[config.mk]
export PLATFORM = sky130hd
export DESIGN_NAME = nonvolatile_memory_sequencer
export DESIGN_NICKNAME = d
export VERILOG_FILES = /design/src/design/nvm_seq_pkg.sv /design/src/design/page_buffer_byte.sv /design/src/design/nonvolatile_memory_sequencer.sv
export VERILOG_INCLUDE_DIRS = /design/src /design/src/design
export SDC_FILE = /design/constraint.sdc
export NUM_CORES = 1
export LEC_CHECK = 0
export ABC_CLOCK_PERIOD_IN_PS = 3290
export BUFFER_PORTS_ARGS = -buffer_cell sky130_fd_sc_hd__buf_2
export CAP_MARGIN = 20
export CORE_AREA = 2 2 213 215
export CTS_BUF_LIST = sky130_fd_sc_hd__clkbuf_4
export DETAILED_ROUTE_END_ITERATION = 10
export DIE_AREA = 0 0 215 217
export GPL_ROUTABILITY_DRIVEN = 0
export PLACE_DENSITY = 0.71
export SLEW_MARGIN = 5
export SYNTH_ARGS = -nofsm -noshare
export SYNTH_HDL_FRONTEND = slang
export SYNTH_SLANG_ARGS = --single-unit
[constraint.sdc]
create_clock -name clk -period 3.29 [get_ports clk]
set_input_delay 0 -clock clk [delete_from_list [all_inputs] [get_ports clk]]
set_output_delay 0 -clock clk [all_outputs]
set_load 0.01 [all_outputs]
[src/design/nvm_seq_cfg.svh]
`ifndef NVM_SEQ_CFG_SVH
`define NVM_SEQ_CFG_SVH

// Function
// - Loader writes code and data; code writes data.
// - Out-of-range section end fuse falls back to default.
// - Loader lock hides loader after execution leaves it.
// - Code write-protect bit refuses further code updates.
// - EEPROM updates only bytes marked in buffer.
// - User row survives full wipe; debug may write.
// - Array loads stall while an operation runs.
// - Stores AND-merge into shared page buffer.
// - Buffer returns to ones after reset, ops, wake.
// - Command needs unlock key within four cycles.
// - Page write; flash halts core; buffer cleared.
// - Page wipe needs marked byte; buffer cleared.
// - Combined wipe then program, buffer kept between.
// - Buffer reset halts core seven cycles.
// - Full wipe ignores lock bits, honours keep fuse.
// - Full wipe keeps fuses and brownout enabled.
// - EEPROM wipe halts core until done.
// - Fuse programming from debug interface only.
// - After power-on, writes refused, busy flags set.
// - Holdoff skipped by fuse zero or debug pin.
// - Three-bit command codes zero through seven.
// - Ready flag held while EEPROM idle; write-one clears.
// - Write fault reports last operation's rejection.

`define IDX_CMD 6'h00
`define IDX_PROT 6'h01
`define IDX_STATUS 6'h02
`define IDX_FLAGS 6'h04
`define IDX_DATA 6'h06
`define IDX_ADDR 6'h08
`define IDX_GUARD 6'h0a

`define PROT_WP_BIT 0
`define PROT_LOCK_BIT 1
`define STATUS_FLASH_BUSY_FLAG_BIT 0
`define STATUS_EEPROM_BUSY_FLAG_BIT 1
`define STATUS_FAULT_BIT 2
`define FLAG_READY_BIT 0

`define KEY_CMD 8'h5a
`define KEY_PROT 8'ha5
`define GUARD_WINDOW 3'h4
`define CLEAR_CYCLES 16'h0007

`define RESP_OKAY 2'h0
`define RESP_SLVERR 2'h2

`define PAGE_BITS 5
`define PAGE_BYTES 32
`define BYTE_ONES 8'hff
`define LOADER_END_DEFAULT 8'h00
`define CODE_END_DEFAULT 8'h00
`define LAST_FLASH_ADDRESS 16'h1fff
`define FLASH_BASE 16'h8000
`define EE_BASE 16'h1400
`define EE_TOP 16'h147f
`define ROW_BASE 16'h1300
`define ROW_TOP 16'h131f

`define CLK_MHZ 10
`define HOLDOFF_US 1000

`endif

[src/design/nvm_seq_pkg.sv]
package nvm_seq_pkg;

	typedef enum logic [2:0] {
		ST_START, ST_HOLD, ST_IDLE, ST_CLR, ST_ARRAY
	} seq_state_e;

	typedef enum logic [2:0] {
		CMD_NONE = 3'h0,
		CMD_PAGE_PROGRAM = 3'h1,
		CMD_PAGE_WIPE = 3'h2,
		CMD_PAGE_WIPE_PROGRAM = 3'h3,
		CMD_BUFFER_RESET = 3'h4,
		CMD_FULL_ARRAY_WIPE = 3'h5,
		CMD_EEPROM_WIPE = 3'h6,
		CMD_FUSE_PROGRAM = 3'h7
	} nvm_cmd_e;

	typedef enum logic [1:0] {
		KIND_NONE, KIND_FLASH, KIND_EEPROM, KIND_ROW
	} mem_kind_e;

	typedef enum logic [1:0] {SEC_LOADER, SEC_CODE, SEC_DATA} section_e;

	typedef enum logic [2:0] {
		OP_PAGE_ERASE, OP_PAGE_PROGRAM, OP_FULL, OP_EEPROM_ALL, OP_FUSE
	} array_op_e;

	typedef struct packed {
		logic [7:0] loaderEnd;
		logic [7:0] codeEnd;
		logic keepEeprom;
		logic holdoffDisable;
		logic resetPinDebug;
		logic brownoutEnabled;
	} fuse_s;

	typedef struct packed {
		logic valid;
		logic [15:0] addr;
		logic [7:0] data;
	} store_s;

	typedef struct packed {
		logic [7:0] data;
		logic mark;
	} byte_state_s;

	typedef struct packed {
		seq_state_e st;
		logic [15:0] cnt;
		logic erThenProg;
		logic [2:0] guardCmd;
		logic [2:0] guardProt;
		logic [2:0] cmdCode;
		logic lockPend;
		logic lockActive;
		logic codeWp;
		logic fault;
		logic eeprom_busy_flag;
		logic flash_busy_flag;
		logic readyFlag;
		logic [15:0] dataWord;
		logic [15:0] addrWord;
		mem_kind_e bufKind;
		logic [15:0] bufPage;
		logic bufMixed;
		logic cpuHalt;
		logic readStall;
		logic bodHold;
		logic arrayReq;
		array_op_e arrayOp;
		mem_kind_e arrayKind;
		logic [15:0] arrayAddr;
		logic [31:0] arrayMask;
		logic [7:0] arrayData;
		logic arrayKeepEe;
		logic awready;
		logic wready;
		logic bvalid;
		logic [1:0] bresp;
		logic arready;
		logic rvalid;
		logic [1:0] rresp;
		logic [31:0] rdata;
	} seq_state_s;

endpackage

[src/design/page_buffer_byte.sv]
`include "nvm_seq_cfg.svh"

module page_buffer_byte
	import nvm_seq_pkg::*;
(
	input wire logic clk,
	input wire logic nrst,
	input wire logic clear,
	input wire logic load,
	input wire logic [7:0] din,
	output logic [7:0] dout,
	output logic marked
);

	byte_state_s r_reg;
	byte_state_s r_next;

	always_comb begin
		r_next = r_reg;
		if (clear) begin
			r_next.data = `BYTE_ONES;
			r_next.mark = 1'b0;
		end else if (load) begin
			r_next.data = r_reg.data & din;
			r_next.mark = 1'b1;
		end
	end

	always_ff @(posedge clk or negedge nrst) begin
		if (!nrst) begin
			r_reg <= '{data: `BYTE_ONES, mark: 1'b0};
		end else begin
			r_reg <= r_next;
		end
	end

	assign dout = r_reg.data;
	assign marked = r_reg.mark;
endmodule

[src/design/nonvolatile_memory_sequencer.sv]
// The AXI4-Lite slave port and the placing of the registers were left to the implementer.
`include "nvm_seq_cfg.svh"

module nonvolatile_memory_sequencer
	import nvm_seq_pkg::*;
#(
	parameter int HOLDOFF_CYCLES = `HOLDOFF_US * `CLK_MHZ
)
(
	input wire logic clk,
	input wire logic nrst,
	input wire logic awvalid,
	output logic awready,
	input wire logic [7:0] awaddr,
	input wire logic wvalid,
	output logic wready,
	input wire logic [31:0] wdata,
	input wire logic [3:0] wstrb,
	output logic bvalid,
	input wire logic bready,
	output logic [1:0] bresp,
	input wire logic arvalid,
	output logic arready,
	input wire logic [7:0] araddr,
	output logic rvalid,
	input wire logic rready,
	output logic [31:0] rdata,
	output logic [1:0] rresp,
	input wire fuse_s fuses,
	input wire logic porReset,
	input wire logic dbgActive,
	input wire logic deviceLocked,
	input wire logic wakeUp,
	input wire logic [12:0] pcOff,
	input wire store_s store,
	input wire logic arrayDone,
	input wire logic [4:0] arrayIdx,
	output logic cpuHalt,
	output logic readStall,
	output logic loaderBlocked,
	output logic bodHold,
	output logic arrayReq,
	output array_op_e arrayOp,
	output mem_kind_e arrayKind,
	output logic [15:0] arrayAddr,
	output logic [15:0] arrayWord,
	output logic [31:0] arrayMask,
	output logic [7:0] arrayData,
	output logic arrayKeepEe
);

	////////////////////////////////////////////////////////////////////////
	localparam logic [15:0] HOLD_LAST = 16'(HOLDOFF_CYCLES - 1);
	localparam logic [15:0] FLASH_TOP = `FLASH_BASE + `LAST_FLASH_ADDRESS;
	localparam logic [15:0] PAGE_MASK = ~16'(`PAGE_BYTES - 1);
	localparam seq_state_s RESET_STATE = '{st: ST_START,
		bufKind: KIND_NONE, arrayKind: KIND_NONE, arrayOp: OP_PAGE_ERASE,
		eeprom_busy_flag: 1'b1, flash_busy_flag: 1'b1, default: '0};

	seq_state_s r_reg;
	seq_state_s r_next;
	logic [7:0] bufBytes [`PAGE_BYTES];
	logic [`PAGE_BYTES-1:0] marks;
	logic [`PAGE_BYTES-1:0] bufLoad;
	logic clrBuf;
	logic clearReady;
	logic cmdGo;
	logic launch;
	array_op_e launchOp;
	mem_kind_e launchKind;
	nvm_cmd_e cmd;
	section_e execSec;
	mem_kind_e stKind;
	logic [15:0] stPage;

	////////////////////////////////////////////////////////////////////////
	// An end fuse beyond the array is ignored in favour of the default.
	function automatic logic [7:0] effEnd(input logic [7:0] f,
		input logic [7:0] dflt);
		if ({f, 8'h00} > `LAST_FLASH_ADDRESS + 16'h0001) begin
			return dflt;
		end
		return f;
	endfunction

	function automatic section_e sectionOf(input logic [15:0] a);
		logic [15:0] off;
		logic [7:0] be;
		logic [7:0] ce;
		section_e s;
		off = a - `FLASH_BASE;
		be = effEnd(fuses.loaderEnd, `LOADER_END_DEFAULT);
		ce = effEnd(fuses.codeEnd, `CODE_END_DEFAULT);
		if (be == 8'h00 || off[15:8] < be) begin
			s = SEC_LOADER;
		end else if (ce == 8'h00) begin
			s = SEC_CODE;
		end else if (ce <= be || off[15:8] >= ce) begin
			s = SEC_DATA;
		end else begin
			s = SEC_CODE;
		end
		return s;
	endfunction

	function automatic mem_kind_e kindOf(input logic [15:0] a);
		mem_kind_e k;
		k = KIND_NONE;
		if (a >= `FLASH_BASE && a <= FLASH_TOP) begin
			k = KIND_FLASH;
		end else if (a >= `EE_BASE && a <= `EE_TOP) begin
			k = KIND_EEPROM;
		end else if (a >= `ROW_BASE && a <= `ROW_TOP) begin
			k = KIND_ROW;
		end
		return k;
	endfunction

	// A locked device still lets the debug side reach the user row.
	function automatic logic denied(input mem_kind_e k,
		input logic [15:0] a);
		logic d;
		section_e s;
		s = sectionOf(a);
		d = (k == KIND_FLASH) && (s == SEC_CODE) && r_reg.codeWp;
		if (dbgActive) begin
			d = d | (deviceLocked && k != KIND_ROW);
		end else begin
			d = d | (execSec == SEC_DATA);
			d = d | ((k == KIND_FLASH) && (s == SEC_LOADER ||
				(s == SEC_CODE && execSec != SEC_LOADER)));
		end
		return d;
	endfunction

	assign execSec = sectionOf(`FLASH_BASE | {3'h0, pcOff});
	assign stKind = kindOf(store.addr);
	assign stPage = store.addr & PAGE_MASK;
	assign cmd = nvm_cmd_e'(wdata[2:0]);

	////////////////////////////////////////////////////////////////////////
	always_comb begin
		r_next = r_reg;
		clrBuf = 1'b0;
		bufLoad = '0;
		clearReady = 1'b0;
		cmdGo = 1'b0;
		launch = 1'b0;
		launchOp = OP_PAGE_PROGRAM;
		launchKind = KIND_FLASH;
		r_next.arrayReq = 1'b0;
		r_next.awready = 1'b0;
		r_next.wready = 1'b0;
		r_next.arready = 1'b0;
		r_next.arrayData = bufBytes[arrayIdx];
		if (r_reg.guardCmd != 3'h0) begin
			r_next.guardCmd = r_reg.guardCmd - 3'h1;
		end
		if (r_reg.guardProt != 3'h0) begin
			r_next.guardProt = r_reg.guardProt - 3'h1;
		end
		// The lock waits until the loader is left, so the loader itself
		// can finish its work after setting it.
		r_next.lockActive = r_reg.lockActive |
			(r_reg.lockPend & (execSec != SEC_LOADER));
		if (r_reg.bvalid && bready) begin
			r_next.bvalid = 1'b0;
		end
		if (r_reg.rvalid && rready) begin
			r_next.rvalid = 1'b0;
		end
		if (arvalid && !r_reg.rvalid && !r_reg.arready) begin
			r_next.arready = 1'b1;
			r_next.rvalid = 1'b1;
			r_next.rresp = `RESP_OKAY;
			r_next.rdata = '0;
			case (araddr[7:2])
				`IDX_CMD: r_next.rdata[2:0] = r_reg.cmdCode;
				`IDX_PROT: r_next.rdata[1:0] = {r_reg.lockPend, r_reg.codeWp};
				`IDX_STATUS: r_next.rdata[2:0] =
					{r_reg.fault, r_reg.eeprom_busy_flag, r_reg.flash_busy_flag};
				`IDX_FLAGS: r_next.rdata[`FLAG_READY_BIT] = r_reg.readyFlag;
				`IDX_DATA: r_next.rdata[15:0] = r_reg.dataWord;
				`IDX_ADDR: r_next.rdata[15:0] = r_reg.addrWord;
				`IDX_GUARD: ;
				default: r_next.rresp = `RESP_SLVERR;
			endcase
		end
		if (awvalid && wvalid && !r_reg.bvalid && !r_reg.awready) begin
			r_next.awready = 1'b1;
			r_next.wready = 1'b1;
			r_next.bvalid = 1'b1;
			r_next.bresp = `RESP_OKAY;
			case (awaddr[7:2])
				`IDX_GUARD: if (wstrb[0]) begin
					if (wdata[7:0] == `KEY_CMD) begin
						r_next.guardCmd = `GUARD_WINDOW;
					end else if (wdata[7:0] == `KEY_PROT) begin
						r_next.guardProt = `GUARD_WINDOW;
					end
				end
				`IDX_PROT: if (wstrb[0] && r_reg.guardProt != 3'h0) begin
					r_next.guardProt = 3'h0;
					if (wdata[`PROT_WP_BIT]) begin
						r_next.codeWp = 1'b1;
					end
					if (wdata[`PROT_LOCK_BIT] && execSec == SEC_LOADER) begin
						r_next.lockPend = 1'b1;
					end
				end
				`IDX_CMD: if (wstrb[0] && r_reg.guardCmd != 3'h0) begin
					r_next.guardCmd = 3'h0;
					cmdGo = 1'b1;
				end
				`IDX_FLAGS: clearReady = wstrb[0] & wdata[`FLAG_READY_BIT];
				`IDX_DATA: begin
					if (wstrb[0]) r_next.dataWord[7:0] = wdata[7:0];
					if (wstrb[1]) r_next.dataWord[15:8] = wdata[15:8];
				end
				`IDX_ADDR: begin
					if (wstrb[0]) r_next.addrWord[7:0] = wdata[7:0];
					if (wstrb[1]) r_next.addrWord[15:8] = wdata[15:8];
				end
				`IDX_STATUS: ;
				default: r_next.bresp = `RESP_SLVERR;
			endcase
		end
		case (r_reg.st)
			ST_START: begin
				if (porReset && fuses.holdoffDisable &&
					!fuses.resetPinDebug) begin
					r_next.st = ST_HOLD;
					r_next.cnt = HOLD_LAST;
				end else begin
					r_next.st = ST_IDLE;
					r_next.flash_busy_flag = 1'b0;
					r_next.eeprom_busy_flag = 1'b0;
				end
			end
			ST_HOLD: begin
				if (r_reg.cnt == 16'h0000) begin
					r_next.st = ST_IDLE;
					r_next.flash_busy_flag = 1'b0;
					r_next.eeprom_busy_flag = 1'b0;
				end else begin
					r_next.cnt = r_reg.cnt - 16'h0001;
				end
			end
			ST_IDLE: begin
				if (wakeUp) begin
					clrBuf = 1'b1;
				end else if (cmdGo) begin
					r_next.cmdCode = wdata[2:0];
					r_next.fault = 1'b0;
					case (cmd)
						CMD_PAGE_PROGRAM, CMD_PAGE_WIPE,
						CMD_PAGE_WIPE_PROGRAM: begin
							if (r_reg.bufMixed ||
								denied(r_reg.bufKind, r_reg.bufPage)) begin
								r_next.fault = 1'b1;
							end else if (r_reg.bufKind != KIND_NONE) begin
								launch = 1'b1;
								launchKind = r_reg.bufKind;
								launchOp = (cmd == CMD_PAGE_PROGRAM) ?
									OP_PAGE_PROGRAM : OP_PAGE_ERASE;
								r_next.erThenProg =
									(cmd == CMD_PAGE_WIPE_PROGRAM);
							end
						end
						CMD_BUFFER_RESET: begin
							r_next.st = ST_CLR;
							r_next.cnt = `CLEAR_CYCLES - 16'h0001;
							r_next.cpuHalt = 1'b1;
							clrBuf = 1'b1;
						end
						CMD_FULL_ARRAY_WIPE, CMD_EEPROM_WIPE: begin
							if (!dbgActive && execSec == SEC_DATA) begin
								r_next.fault = 1'b1;
							end else begin
								launch = 1'b1;
								launchOp = (cmd == CMD_FULL_ARRAY_WIPE) ?
									OP_FULL : OP_EEPROM_ALL;
								launchKind = (cmd == CMD_FULL_ARRAY_WIPE) ?
									KIND_FLASH : KIND_EEPROM;
							end
						end
						CMD_FUSE_PROGRAM: begin
							if (!dbgActive) begin
								r_next.fault = 1'b1;
							end else begin
								launch = 1'b1;
								launchOp = OP_FUSE;
								launchKind = KIND_NONE;
							end
						end
						default: ;
					endcase
				end else if (store.valid && stKind != KIND_NONE) begin
					if (denied(stKind, store.addr)) begin
						r_next.fault = 1'b1;
					end else begin
						bufLoad[store.addr[`PAGE_BITS-1:0]] = 1'b1;
						if (r_reg.bufKind != KIND_NONE &&
							(r_reg.bufKind != stKind ||
							r_reg.bufPage != stPage)) begin
							r_next.bufMixed = 1'b1;
						end
						r_next.bufKind = stKind;
						r_next.bufPage = stPage;
					end
				end
			end
			ST_CLR: begin
				if (r_reg.cnt == 16'h0000) begin
					r_next.st = ST_IDLE;
					r_next.cpuHalt = 1'b0;
				end else begin
					r_next.cnt = r_reg.cnt - 16'h0001;
				end
			end
			ST_ARRAY: begin
				if (arrayDone && r_reg.erThenProg) begin
					r_next.erThenProg = 1'b0;
					r_next.arrayReq = 1'b1;
					r_next.arrayOp = OP_PAGE_PROGRAM;
				end else if (arrayDone) begin
					r_next.st = ST_IDLE;
					r_next.flash_busy_flag = 1'b0;
					r_next.eeprom_busy_flag = 1'b0;
					r_next.cpuHalt = 1'b0;
					r_next.readStall = 1'b0;
					r_next.bodHold = 1'b0;
					clrBuf = 1'b1;
				end
			end
			default: r_next.st = ST_IDLE;
		endcase
		if (launch) begin
			r_next.st = ST_ARRAY;
			r_next.arrayReq = 1'b1;
			r_next.arrayOp = launchOp;
			r_next.arrayKind = launchKind;
			r_next.arrayAddr = (launchOp == OP_FUSE) ?
				r_reg.addrWord : r_reg.bufPage;
			r_next.arrayMask = marks;
			r_next.readStall = 1'b1;
			r_next.arrayKeepEe = fuses.keepEeprom;
			r_next.bodHold = (launchOp == OP_FULL) &&
				fuses.brownoutEnabled;
			r_next.flash_busy_flag = launchKind == KIND_FLASH ||
				launchOp == OP_FUSE;
			r_next.eeprom_busy_flag = launchKind == KIND_EEPROM ||
				launchKind == KIND_ROW ||
				(launchOp == OP_FULL && !fuses.keepEeprom);
			// EEPROM and user row page work lets the core run on; anything else stops it.
			r_next.cpuHalt = r_next.flash_busy_flag ||
				launchOp == OP_EEPROM_ALL;
		end
		if (clrBuf) begin
			r_next.bufKind = KIND_NONE;
			r_next.bufMixed = 1'b0;
		end
		// Hardware setting wins over a software clear in the same cycle.
		r_next.readyFlag = !r_next.eeprom_busy_flag ||
			(r_reg.readyFlag && !clearReady);
	end

	always_ff @(posedge clk or negedge nrst) begin
		if (!nrst) begin
			r_reg <= RESET_STATE;
		end else begin
			r_reg <= r_next;
		end
	end

	////////////////////////////////////////////////////////////////////////
	for (genvar i = 0; i < `PAGE_BYTES; i++) begin : gBuf
		page_buffer_byte uByte (
			.clk(clk),
			.nrst(nrst),
			.clear(clrBuf),
			.load(bufLoad[i]),
			.din(store.data),
			.dout(bufBytes[i]),
			.marked(marks[i])
		);
	end

	assign awready = r_reg.awready;
	assign wready = r_reg.wready;
	assign bvalid = r_reg.bvalid;
	assign bresp = r_reg.bresp;
	assign arready = r_reg.arready;
	assign rvalid = r_reg.rvalid;
	assign rdata = r_reg.rdata;
	assign rresp = r_reg.rresp;
	assign cpuHalt = r_reg.cpuHalt;
	assign readStall = r_reg.readStall;
	assign loaderBlocked = r_reg.lockActive;
	assign bodHold = r_reg.bodHold;
	assign arrayReq = r_reg.arrayReq;
	assign arrayOp = r_reg.arrayOp;
	assign arrayKind = r_reg.arrayKind;
	assign arrayAddr = r_reg.arrayAddr;
	assign arrayWord = r_reg.dataWord;
	assign arrayMask = r_reg.arrayMask;
	assign arrayData = r_reg.arrayData;
	assign arrayKeepEe = r_reg.arrayKeepEe;
endmodule

==> impl_summary.md, run 1 <==
STA
At the pin with the least slew margin, the transition time is 0.784 ns. Across all hold checks on the routed design, the worst slack comes to 0.0909 ns. The relative slew slack is 0.478.

The final cycle utilization of the critical path is 0.967. In the final timing run, aggregate negative setup slack is 0 ns. Derived from the worst setup path, the maximum achievable clock frequency is 0.314 GHz. The worst path in the final design needs a cycle of 3.18 ns, including I/O delays and setup. The number of max-slew violations in the final report was 0. Setup repair after global routing could not meet its margin everywhere.

The final number of hold-violating endpoints is 0. The clock arrives with 0.0669 ns of skew. The number of endpoints failing setup at the final stage is 0.

CTS
Clock-pin slew was measured on the worst setup and hold paths at around 0.080 ns. The number of clock buffers added by TritonCTS is 117. In this run the deepest clock path goes through 3 buffers. TritonCTS built the clock tree. Once the clock tree was built, the setup fixing pass inserted 0 buffers. The buffer type at the clock tree root is sky130_fd_sc_hd__clkbuf_4.

CTS built an H-tree with a depth of 3. The latest clock arrival within the worst-skew pair is roughly 0.90 ns. The clock sink count is 458.

Layout
The final core utilization is 0.604. The count of nets after finishing is 2657. The register with the most flip-flops in the layout has about 260 of them. The number of inserted filler cells in the final layout is 3643. The final instance area is 27000 sq um.

The share of final-layout standard cells stronger than drive strength 1 is 0.344. The signed area change from the synthesized netlist to the final layout is 20.1%.

Hold path
The worst hold path begins at wvalid. The type of the worst min-delay path is in2reg.

Worst setup path
STA classifies the critical path startpoint as an input port. The required time of the critical path is 4.02 ns. The highest fanout seen on the critical path is 16. Data on the critical path arrives at its endpoint at 3.91 ns.

By startpoint and endpoint, the worst setup path is classified as in2reg. The start of the worst register-to-register path is r_reg[116]$_DFFE_PN0P_. The worst setup path startpoint is store[23].

The category of the worst setup path capture point is a flop.

Synth
Of the synthesized area, sequential elements account for 0.525. For this run, the number of Yosys warnings is 0. By count the netlist is led by sky130_fd_sc_hd__nor2_1, sky130_fd_sc_hd__a21oi_1, sky130_fd_sc_hd__dfstp_2, sky130_fd_sc_hd__nand2_1, sky130_fd_sc_hd__dfrtp_1. In this run, synthesis inferred 0 flip-flops with an integrated enable. The predominant post-synthesis flop cell is sky130_fd_sc_hd__dfstp_2. The share of synthesized flip-flops with an asynchronous set or reset is 1.00. The synthesized netlist occupies a cell area of 22500 sq um. After synthesis, the mean cell area works out to 10.6 sq um. Of the post-synthesis cell area, the dominant cell type holds 0.302.

The cell accounting for the most synthesized area is sky130_fd_sc_hd__dfstp_2. The number of cells produced by synthesis is 2129. The count of different cell masters after synthesis is 76. The flip-flop and latch count after synthesis is 458. By area the synthesized netlist is led by sky130_fd_sc_hd__dfstp_2, sky130_fd_sc_hd__dfrtp_1, sky130_fd_sc_hd__mux4_2. By instance count, the leading cell after synthesis is sky130_fd_sc_hd__nor2_1.

Power
After layout, the design draws a total of between 10000 and 15000 uW. The worst ir drop on vdd is 0.348 mV. Power spread over the standard cell area amounts to ~470 nW/um^2. For this design the static power due to leakage is approximately 0.012 uW.

Routing
Dividing the detail-routed via count by the number of cells gives 5.59. The violation count after the first detailed-route iteration is 1535. The count of unresolved DRC violations after routing is 0. The detail route stage leaves a number of antenna-violating nets equal to 0. The final routed wire length divided by cell count is approximately 19 um.

The via count is 17800. The number of iterations in the first detailed-routing pass is 5. The routed design has 59.1 mm of wire.

Placement
After detailed placement, the total cell area comes to 24000 sq um. The count of buffers added on input and output ports is 202. Detailed placement ended at an HPWL of 37.1 mm.

Run
The max capacitance violation total is 0.

GRT
The number of global-route vias before repair is 18300. The leftover overflow at the end of global routing is 0. The first-pass GRT wire length is about 95 mm. The global-route usage over all layers is 0.254. The maximum number of pins on one net before global-route repair is 76. The number of antenna violations at the first check in global routing is 2.

Floorplanning
The full die area is 46700 sq um. The horizontal extent of the die is 215 um. The die is 217 um tall. The site row count is 78. For this design the top-level I/O count stands at around 250.

The initial cell density of the core is 0.503. The placeable core area is 44700 sq um.

Status
The run finished with clean final reports.
-- where the power goes --
part	leakage [uW]	internal, uW	switching [uW]
sequential	0.00538	6080	184
combinational	0.00579	754	882
clock	0.000873	2350	2470
-- layer usage --
layer	part of all wire	global-route usage
met1	0.41	0.328
met3	0.065	0.0541
met5	0	0
met2	0.49	0.417
met4	0.035	0.113
-- per-stage QoR --
step | setup WS [ns] | std cells
after global routing | -0.0137 | 3177
after global placement | -0.289 | 2815
final | 0.110 | 3178
after floorplan | -0.0121 | 2157
after detailed placement | -0.342 | 2815
after CTS | 0.0281 | 3175
-- worst max-delay path, stage by stage --
cell and delay [ns]:
sky130_fd_sc_hd__dlygate4sd3_1 0.55, sky130_fd_sc_hd__buf_2 0.16, sky130_fd_sc_hd__dlygate4sd3_1 0.56, sky130_fd_sc_hd__inv_1 0.07
sky130_fd_sc_hd__ha_1 0.29, sky130_fd_sc_hd__and4_1 0.22, sky130_fd_sc_hd__o211ai_1 0.13, sky130_fd_sc_hd__a31oi_2 0.18
sky130_fd_sc_hd__a22oi_1 0.08, sky130_fd_sc_hd__or3_1 0.42, sky130_fd_sc_hd__nand4_4 0.14, sky130_fd_sc_hd__buf_8 0.18
sky130_fd_sc_hd__mux2_1 0.35, sky130_fd_sc_hd__dlygate4sd3_1 0.57
-- cells by family (layout without fill, tap and decap cells) --
family                   Yosys count  in the layout  share of synthesized area
AND/OR/NAND/NOR                  726            726                      0.143
AO/OA/AOI/OAI                    460            460                      0.115
flip-flops                       458            458                      0.525
buffers and inverters            259            677                     0.0651
multiplexers                     148            148                      0.113
adder cells (fa/ha/maj)           53             53                     0.0295
XOR/XNOR                          23             23                    0.00897
other                              2             33                   0.000334
-- cells in the final DEF (no fill, tap or decap), types with 42 or more instances in the layout --
| master | netlist | layout |
|---|---|---|
| sky130_fd_sc_hd__mux4_2 | 80 | 80 |
| sky130_fd_sc_hd__buf_4 | 117 | 60 |
| sky130_fd_sc_hd__a21oi_1 | 292 | 291 |
| sky130_fd_sc_hd__nand2_1 | 208 | 207 |
| sky130_fd_sc_hd__clkbuf_4 | 0 | 157 |
| sky130_fd_sc_hd__nor2_1 | 358 | 349 |
| sky130_fd_sc_hd__dfstp_2 | 258 | 258 |
| sky130_fd_sc_hd__dlygate4sd3_1 | 0 | 142 |
| sky130_fd_sc_hd__o21ai_1 | 49 | 48 |
| sky130_fd_sc_hd__ha_1 | 53 | 53 |
| sky130_fd_sc_hd__mux2_2 | 42 | 42 |
| sky130_fd_sc_hd__buf_2 | 35 | 200 |
| sky130_fd_sc_hd__clkinv_1 | 0 | 43 |
| sky130_fd_sc_hd__dfrtp_1 | 200 | 200 |
-- final timing paths --
path                                                            to  slack [ns]  cells after the start
worst max-delay path                        r_reg[118]$_DFFE_PN0P_        0.11                     14
worst min-delay path                          r_reg[170]$_DFF_PN0_        0.09                      4
worst max register to register              r_reg[174]$_DFFE_PN0P_        0.17                     13
worst min register to register            arrayMask[8]$_DFFE_PN0P_        0.46                      2
max in group asynchronous       gBuf[19].uByte.dout[0]$_DFFE_PN1P_        2.25                      4
min in group asynchronous       gBuf[25].uByte.dout[7]$_DFFE_PN1P_        0.55                      3
-- cell type report --
cell class,instances,area (sq um),share of cell area
diodes,3,7.51,0.000278
flip-flops and latches,458,11800,0.437
well taps,600,751,0.0278
repair buffers,428,3370,0.125
clock inverters,60,319,0.0118
clock buffers,157,1180,0.0437
inverters,32,120,0.00445
multi-input cells,1440,9450,0.350
-- timing repair --
action,4_1_cts,5_1_grt
endpoints found under the setup margin,0,51
hold buffers,143,0
endpoints found under the hold margin,655,0
gates resized for setup,0,18
(Power assumes the default switching activity.)
==> run 2, diff against run 1 <==
- ABC_AREA: not set -> 1
- CORE_AREA: 2 2 213 215 -> 2 2 218 220
- DIE_AREA: 0 0 215 217 -> 0 0 220 222
- PLACE_DENSITY: 0.71 -> 0.7
==> run 2 against run 1 <==
  * Sequential share of layout area down 1.1 points
  * Register-to-register slack about the same
  * Fmax rose by 2.4%
  * Clock skew down 0.018 ns
  * Critical path type is now reg2reg
  * Largest cell class unchanged
  * Largest power group unchanged
==> impl_summary.md, run 2 <==
Synth
Ranked by total cell area, the synthesized netlist is headed by sky130_fd_sc_hd__dfstp_2, sky130_fd_sc_hd__dfrtp_1, sky130_fd_sc_hd__nand2_1. The share of synthesized flip-flops with an asynchronous set or reset is 1.00. Synthesis produced 2809 cells. Of the synthesized area, sequential elements account for 0.501.

During synthesis, Yosys emitted a total of 0 warnings. In this run the mean area of a mapped cell was 8.38 sq um. The share of synthesized area in the top cell type comes to 0.288. In the synthesized netlist, the cells that appear most often are sky130_fd_sc_hd__nand2_1, sky130_fd_sc_hd__o21ai_0, sky130_fd_sc_hd__nor2_1, sky130_fd_sc_hd__dfstp_2, sky130_fd_sc_hd__dfrtp_1. The most used flip-flop cell after synthesis is sky130_fd_sc_hd__dfstp_2. The post-synthesis instance area is 23500 sq um. The compound-gate portion of the synthesized area is 0.152. The flip-flop and latch count after synthesis is 458.

The simple-gate portion of the synthesized area is 0.214. The count of different cell masters after synthesis is 59. The synthesized-area fraction occupied by adder cells is 0.0282.

Of the total synthesized cell area, the portion taken by XOR and XNOR cells is 0.00558. The number of enable-type register cells in the synthesized netlist is 0. The combinational family with the most area after synthesis is simple AND/OR/NAND/NOR gates. The portion of synthesized area spent on multiplexers is 0. The cell accounting for the most synthesized area is sky130_fd_sc_hd__dfstp_2. The most instantiated library cell after synthesis is sky130_fd_sc_hd__nand2_1.

STA
Setup violations remaining at the end of the flow were counted as 0. The number of max-slew violations in the final report is 0. The maximum achievable frequency is 0.322 GHz. The worst clock skew on the final layout is 0.0490 ns.

The final number of hold-violating endpoints was 0. The final cycle utilization of the critical path is 0.944. Headroom to the max-slew limit came out at 0.288. After layout, the minimum clock period comes to 3.11 ns. Setup repair after global routing left no endpoint under its margin. The final sum of negative setup slack is 0 ns. The transition time at the pin with the least slew margin is 1.07 ns.

Floorplanning
The placeable core area is roughly 46000 sq um. In this run the horizontal extent of the chip is 220 um. roughly 250 I/O pins were placed. The floorplan step defined a die boundary enclosing a little under 50000 sq um.

Row generation in the floorplan step produced 79 rows. The height of the die is approximately 220 um. The initial cell density of the core is 0.509.

CTS
The buffer type at the clock tree root is sky130_fd_sc_hd__clkbuf_4. The clock transition at the register clock pins on the worst setup and hold paths after CTS is 0.07 ns. In this run the deepest clock path goes through 3 buffers. For the worst-skew pair, the clock arrives at the later sink with an insertion delay of 0.87 ns.

The TritonCTS buffer count is 114. The depth of the CTS H-tree is 3. The CTS tree is done. The clock sink count is approximately 460.

Power
The areal power density over the cells is 458 nW/um^2. Of the total power, combinational logic draws 0.131. Of the total power, registers draw 0.493. Of the total power, the share spent switching nets is 0.277. The analysis attributes to net switching a power of 3520 uW. The worst ir drop on vdd is 0.317 mV. For this design the static power due to leakage is 0.0133 uW. The internal power consumption is ~9200 uW. The share of total power dissipated in the clock network is 0.376.

Layout
The count of nets after finishing is 3297. Summing all multi-input logic gate instances after layout gives 9590 sq um. The finished cells cover about 28000 sq um.

Leaving out fill and tap cells, the most frequent cell in the layout is sky130_fd_sc_hd__nand2_1. In the layout the commonest cells are sky130_fd_sc_hd__nand2_1, sky130_fd_sc_hd__o21ai_0, sky130_fd_sc_hd__nor2_1. The area taken by flip-flops and latches is between 10000 and 15000 sq um. The number of inserted filler cells in the final layout is 3999. The area growth from synthesis to layout is 17.8%. The flip-flop count of the largest register after layout is roughly 260. The final core utilization is 0.599. Of the cells placed in the final design, the portion with a size suffix greater than 1 is 0.248.

Worst setup path
The start of the worst register-to-register path is r_reg[123]$_DFFE_PN0P_. Counting stages on the worst path, the most repeated cell is sky130_fd_sc_hd__nand2_1. The critical path arrival is around 3.9 ns. STA classifies the critical path endpoint as a flop. The critical-path cell with the highest stage delay is sky130_fd_sc_hd__dlygate4sd3_1. Tracing the worst setup path back leads to its startpoint at r_reg[123]$_DFFE_PN0P_. The signal on the critical path passes through inv_1 > ha_1 > nand4_1 > nor3_1 > nor3_1 > nand2_1 > nand2_1 > nand2_1 > nor2_1 > nor2_1 > nand2_1 > nand2_2 > nand2_1 > o21ai_0 > a21oi_1 > a31oi_1 > dlygate4sd3_1. The largest single stage delay on the critical path is 0.58 ns. The highest fanout seen on the critical path is 5. The required time of the critical path is 4.08 ns. The kind of start point of the critical path is a flop.

The worst reg-to-reg setup slack is ~0.18 ns. The setup path with the least slack is of type reg2reg.

Routing
The violation count after the first detailed-route iteration is 1932. The first detailed-routing pass ran for 6 iterations. For this run, design rule violations remaining after detail routing come to 0. Using the TritonRoute via totals, the vias-per-cell ratio works out to ~5.7. Detailed routing inserted a total of 21600 vias. The detail route stage leaves a number of antenna-violating nets equal to 0.

Summed over all layers, the routed wires come to between 70 and 80 mm. After detailed routing, the average wire length per cell comes to roughly 19 um.

Hold path
The type of the worst min-delay path is in2reg. The worst hold path startpoint is arrayIdx[1].

Status
The run finished with clean final reports.

GRT
The number of global-route vias before repair is about 21000. The maximum number of pins on one net before global-route repair is 129. The first-pass GRT wire length is 115 mm. The total overflow left after global routing is 0.

The number of antenna violations at the first check in global routing was 6. The global-route usage over all layers is 0.299.

Placement
The HPWL after detailed placement is 45.6 mm. Port buffering added 202 buffers. In this run the cell area measured after placement is 24700 sq um.

Run
The tool flagged a number of max-cap violations equal to 0.
run 2: cell count changes after synthesis, sizes merged, moves of 13 or more:
cell,delta
nor2,-93
mux2,-50
clkbuf,+52
nand2,+449
nand3,+177
o22ai,+16
nand2b,-13
or3,-20
mux2i,-18
o21ai,+308
mux4,-80
o221ai,+47
inv,+158
a21oi,-188
run 2: critical path, delay by kind of cell, from the launching register on:
| kind | cells | cell delay [ns] |
|---|---|---|
| adder cells (fa/ha/maj) | 1 | 0.33 |
| buffers and inverters | 2 | 0.68 |
| AO/OA/AOI/OAI | 3 | 0.50 |
| AND/OR/NAND/NOR | 11 | 1.08 |
| flip-flops | 1 | 0.45 |
run 2: cell families after synthesis:
| logic type | Yosys count |
|---|---|
| and+or+nand+nor | 1193 |
| AOI/OAI and AO/OA | 626 |
| buffers and inverters | 462 |
| DFF | 458 |
| adders and majority gates | 53 |
| xor gates and xnor gates | 15 |
| other | 2 |
run 2: per-stage QoR:
stage	instances	power, uW	worst slack, ns	hold WS [ns]
2_1_floorplan	2837	7320	0.670	-0.296
3_3_place_gp	3460	7770	0.164	0.126
3_5_place_dp	3460	7840	0.0792	0.138
4_1_cts	3804	12800	0.0362	0.00661
5_1_grt	3815	13300	0.0379	0.0438
6_report	3815	12700	0.183	0.0307
run 2: per-layer routing:
| layer | GRT usage | routed length [um] | up-vias |
|---|---|---|---|
| met3 | 0.0671 | 6120 | 244 |
| met1 | 0.380 | 28700 | 10400 |
| li1 | - | - | 9900 |
| met4 | 0.151 | 3470 | 2 |
| met5 | 0 | 19 | - |
| met2 | 0.479 | 34700 | 1024 |
run 2: layout make-up:
class	instances	area share
repair buffers	434	0.122
clock buffers	174	0.0471
multi-input cells	1917	0.346
well taps	607	0.0274
flip-flops and latches	458	0.425
inverters	192	0.0263
clock inverters	26	0.00479
diodes	7	0.000632
run 2: repair_timing:
action | 4_1_cts | 5_1_grt
resized for setup | 0 | 10
setup buffers | 0 | 4
hold buffers | 144 | 0
endpoints found under the hold margin | 626 | 0
setup endpoints to repair | 0 | 31
run 2: worst paths after layout:
path / endpoint / cells past startpoint
max in group asynchronous: gBuf[7].uByte.dout[3]$_DFFE_PN1P_ / 4
hold / removal: arrayData[2]$_DFF_PN0_ / 6
min in group asynchronous: gBuf[25].uByte.dout[5]$_DFFE_PN1P_ / 3
hold reg to reg: gBuf[1].uByte.dout[0]$_DFFE_PN1P_ / 2
setup / recovery: r_reg[174]$_DFFE_PN0P_ / 17
setup reg to reg: r_reg[174]$_DFFE_PN0P_ / 17
run 2: power by group through the flow:
stage | Clock, uW | Sequential [uW] | Combinational (uW)
2_1_floorplan | 0 | 6290 | 1030
3_3_place_gp | 0 | 6330 | 1440
3_5_place_dp | 0 | 6340 | 1500
4_1_cts | 4860 | 6250 | 1640
5_1_grt | 5170 | 6290 | 1850
6_report | 4770 | 6260 | 1670
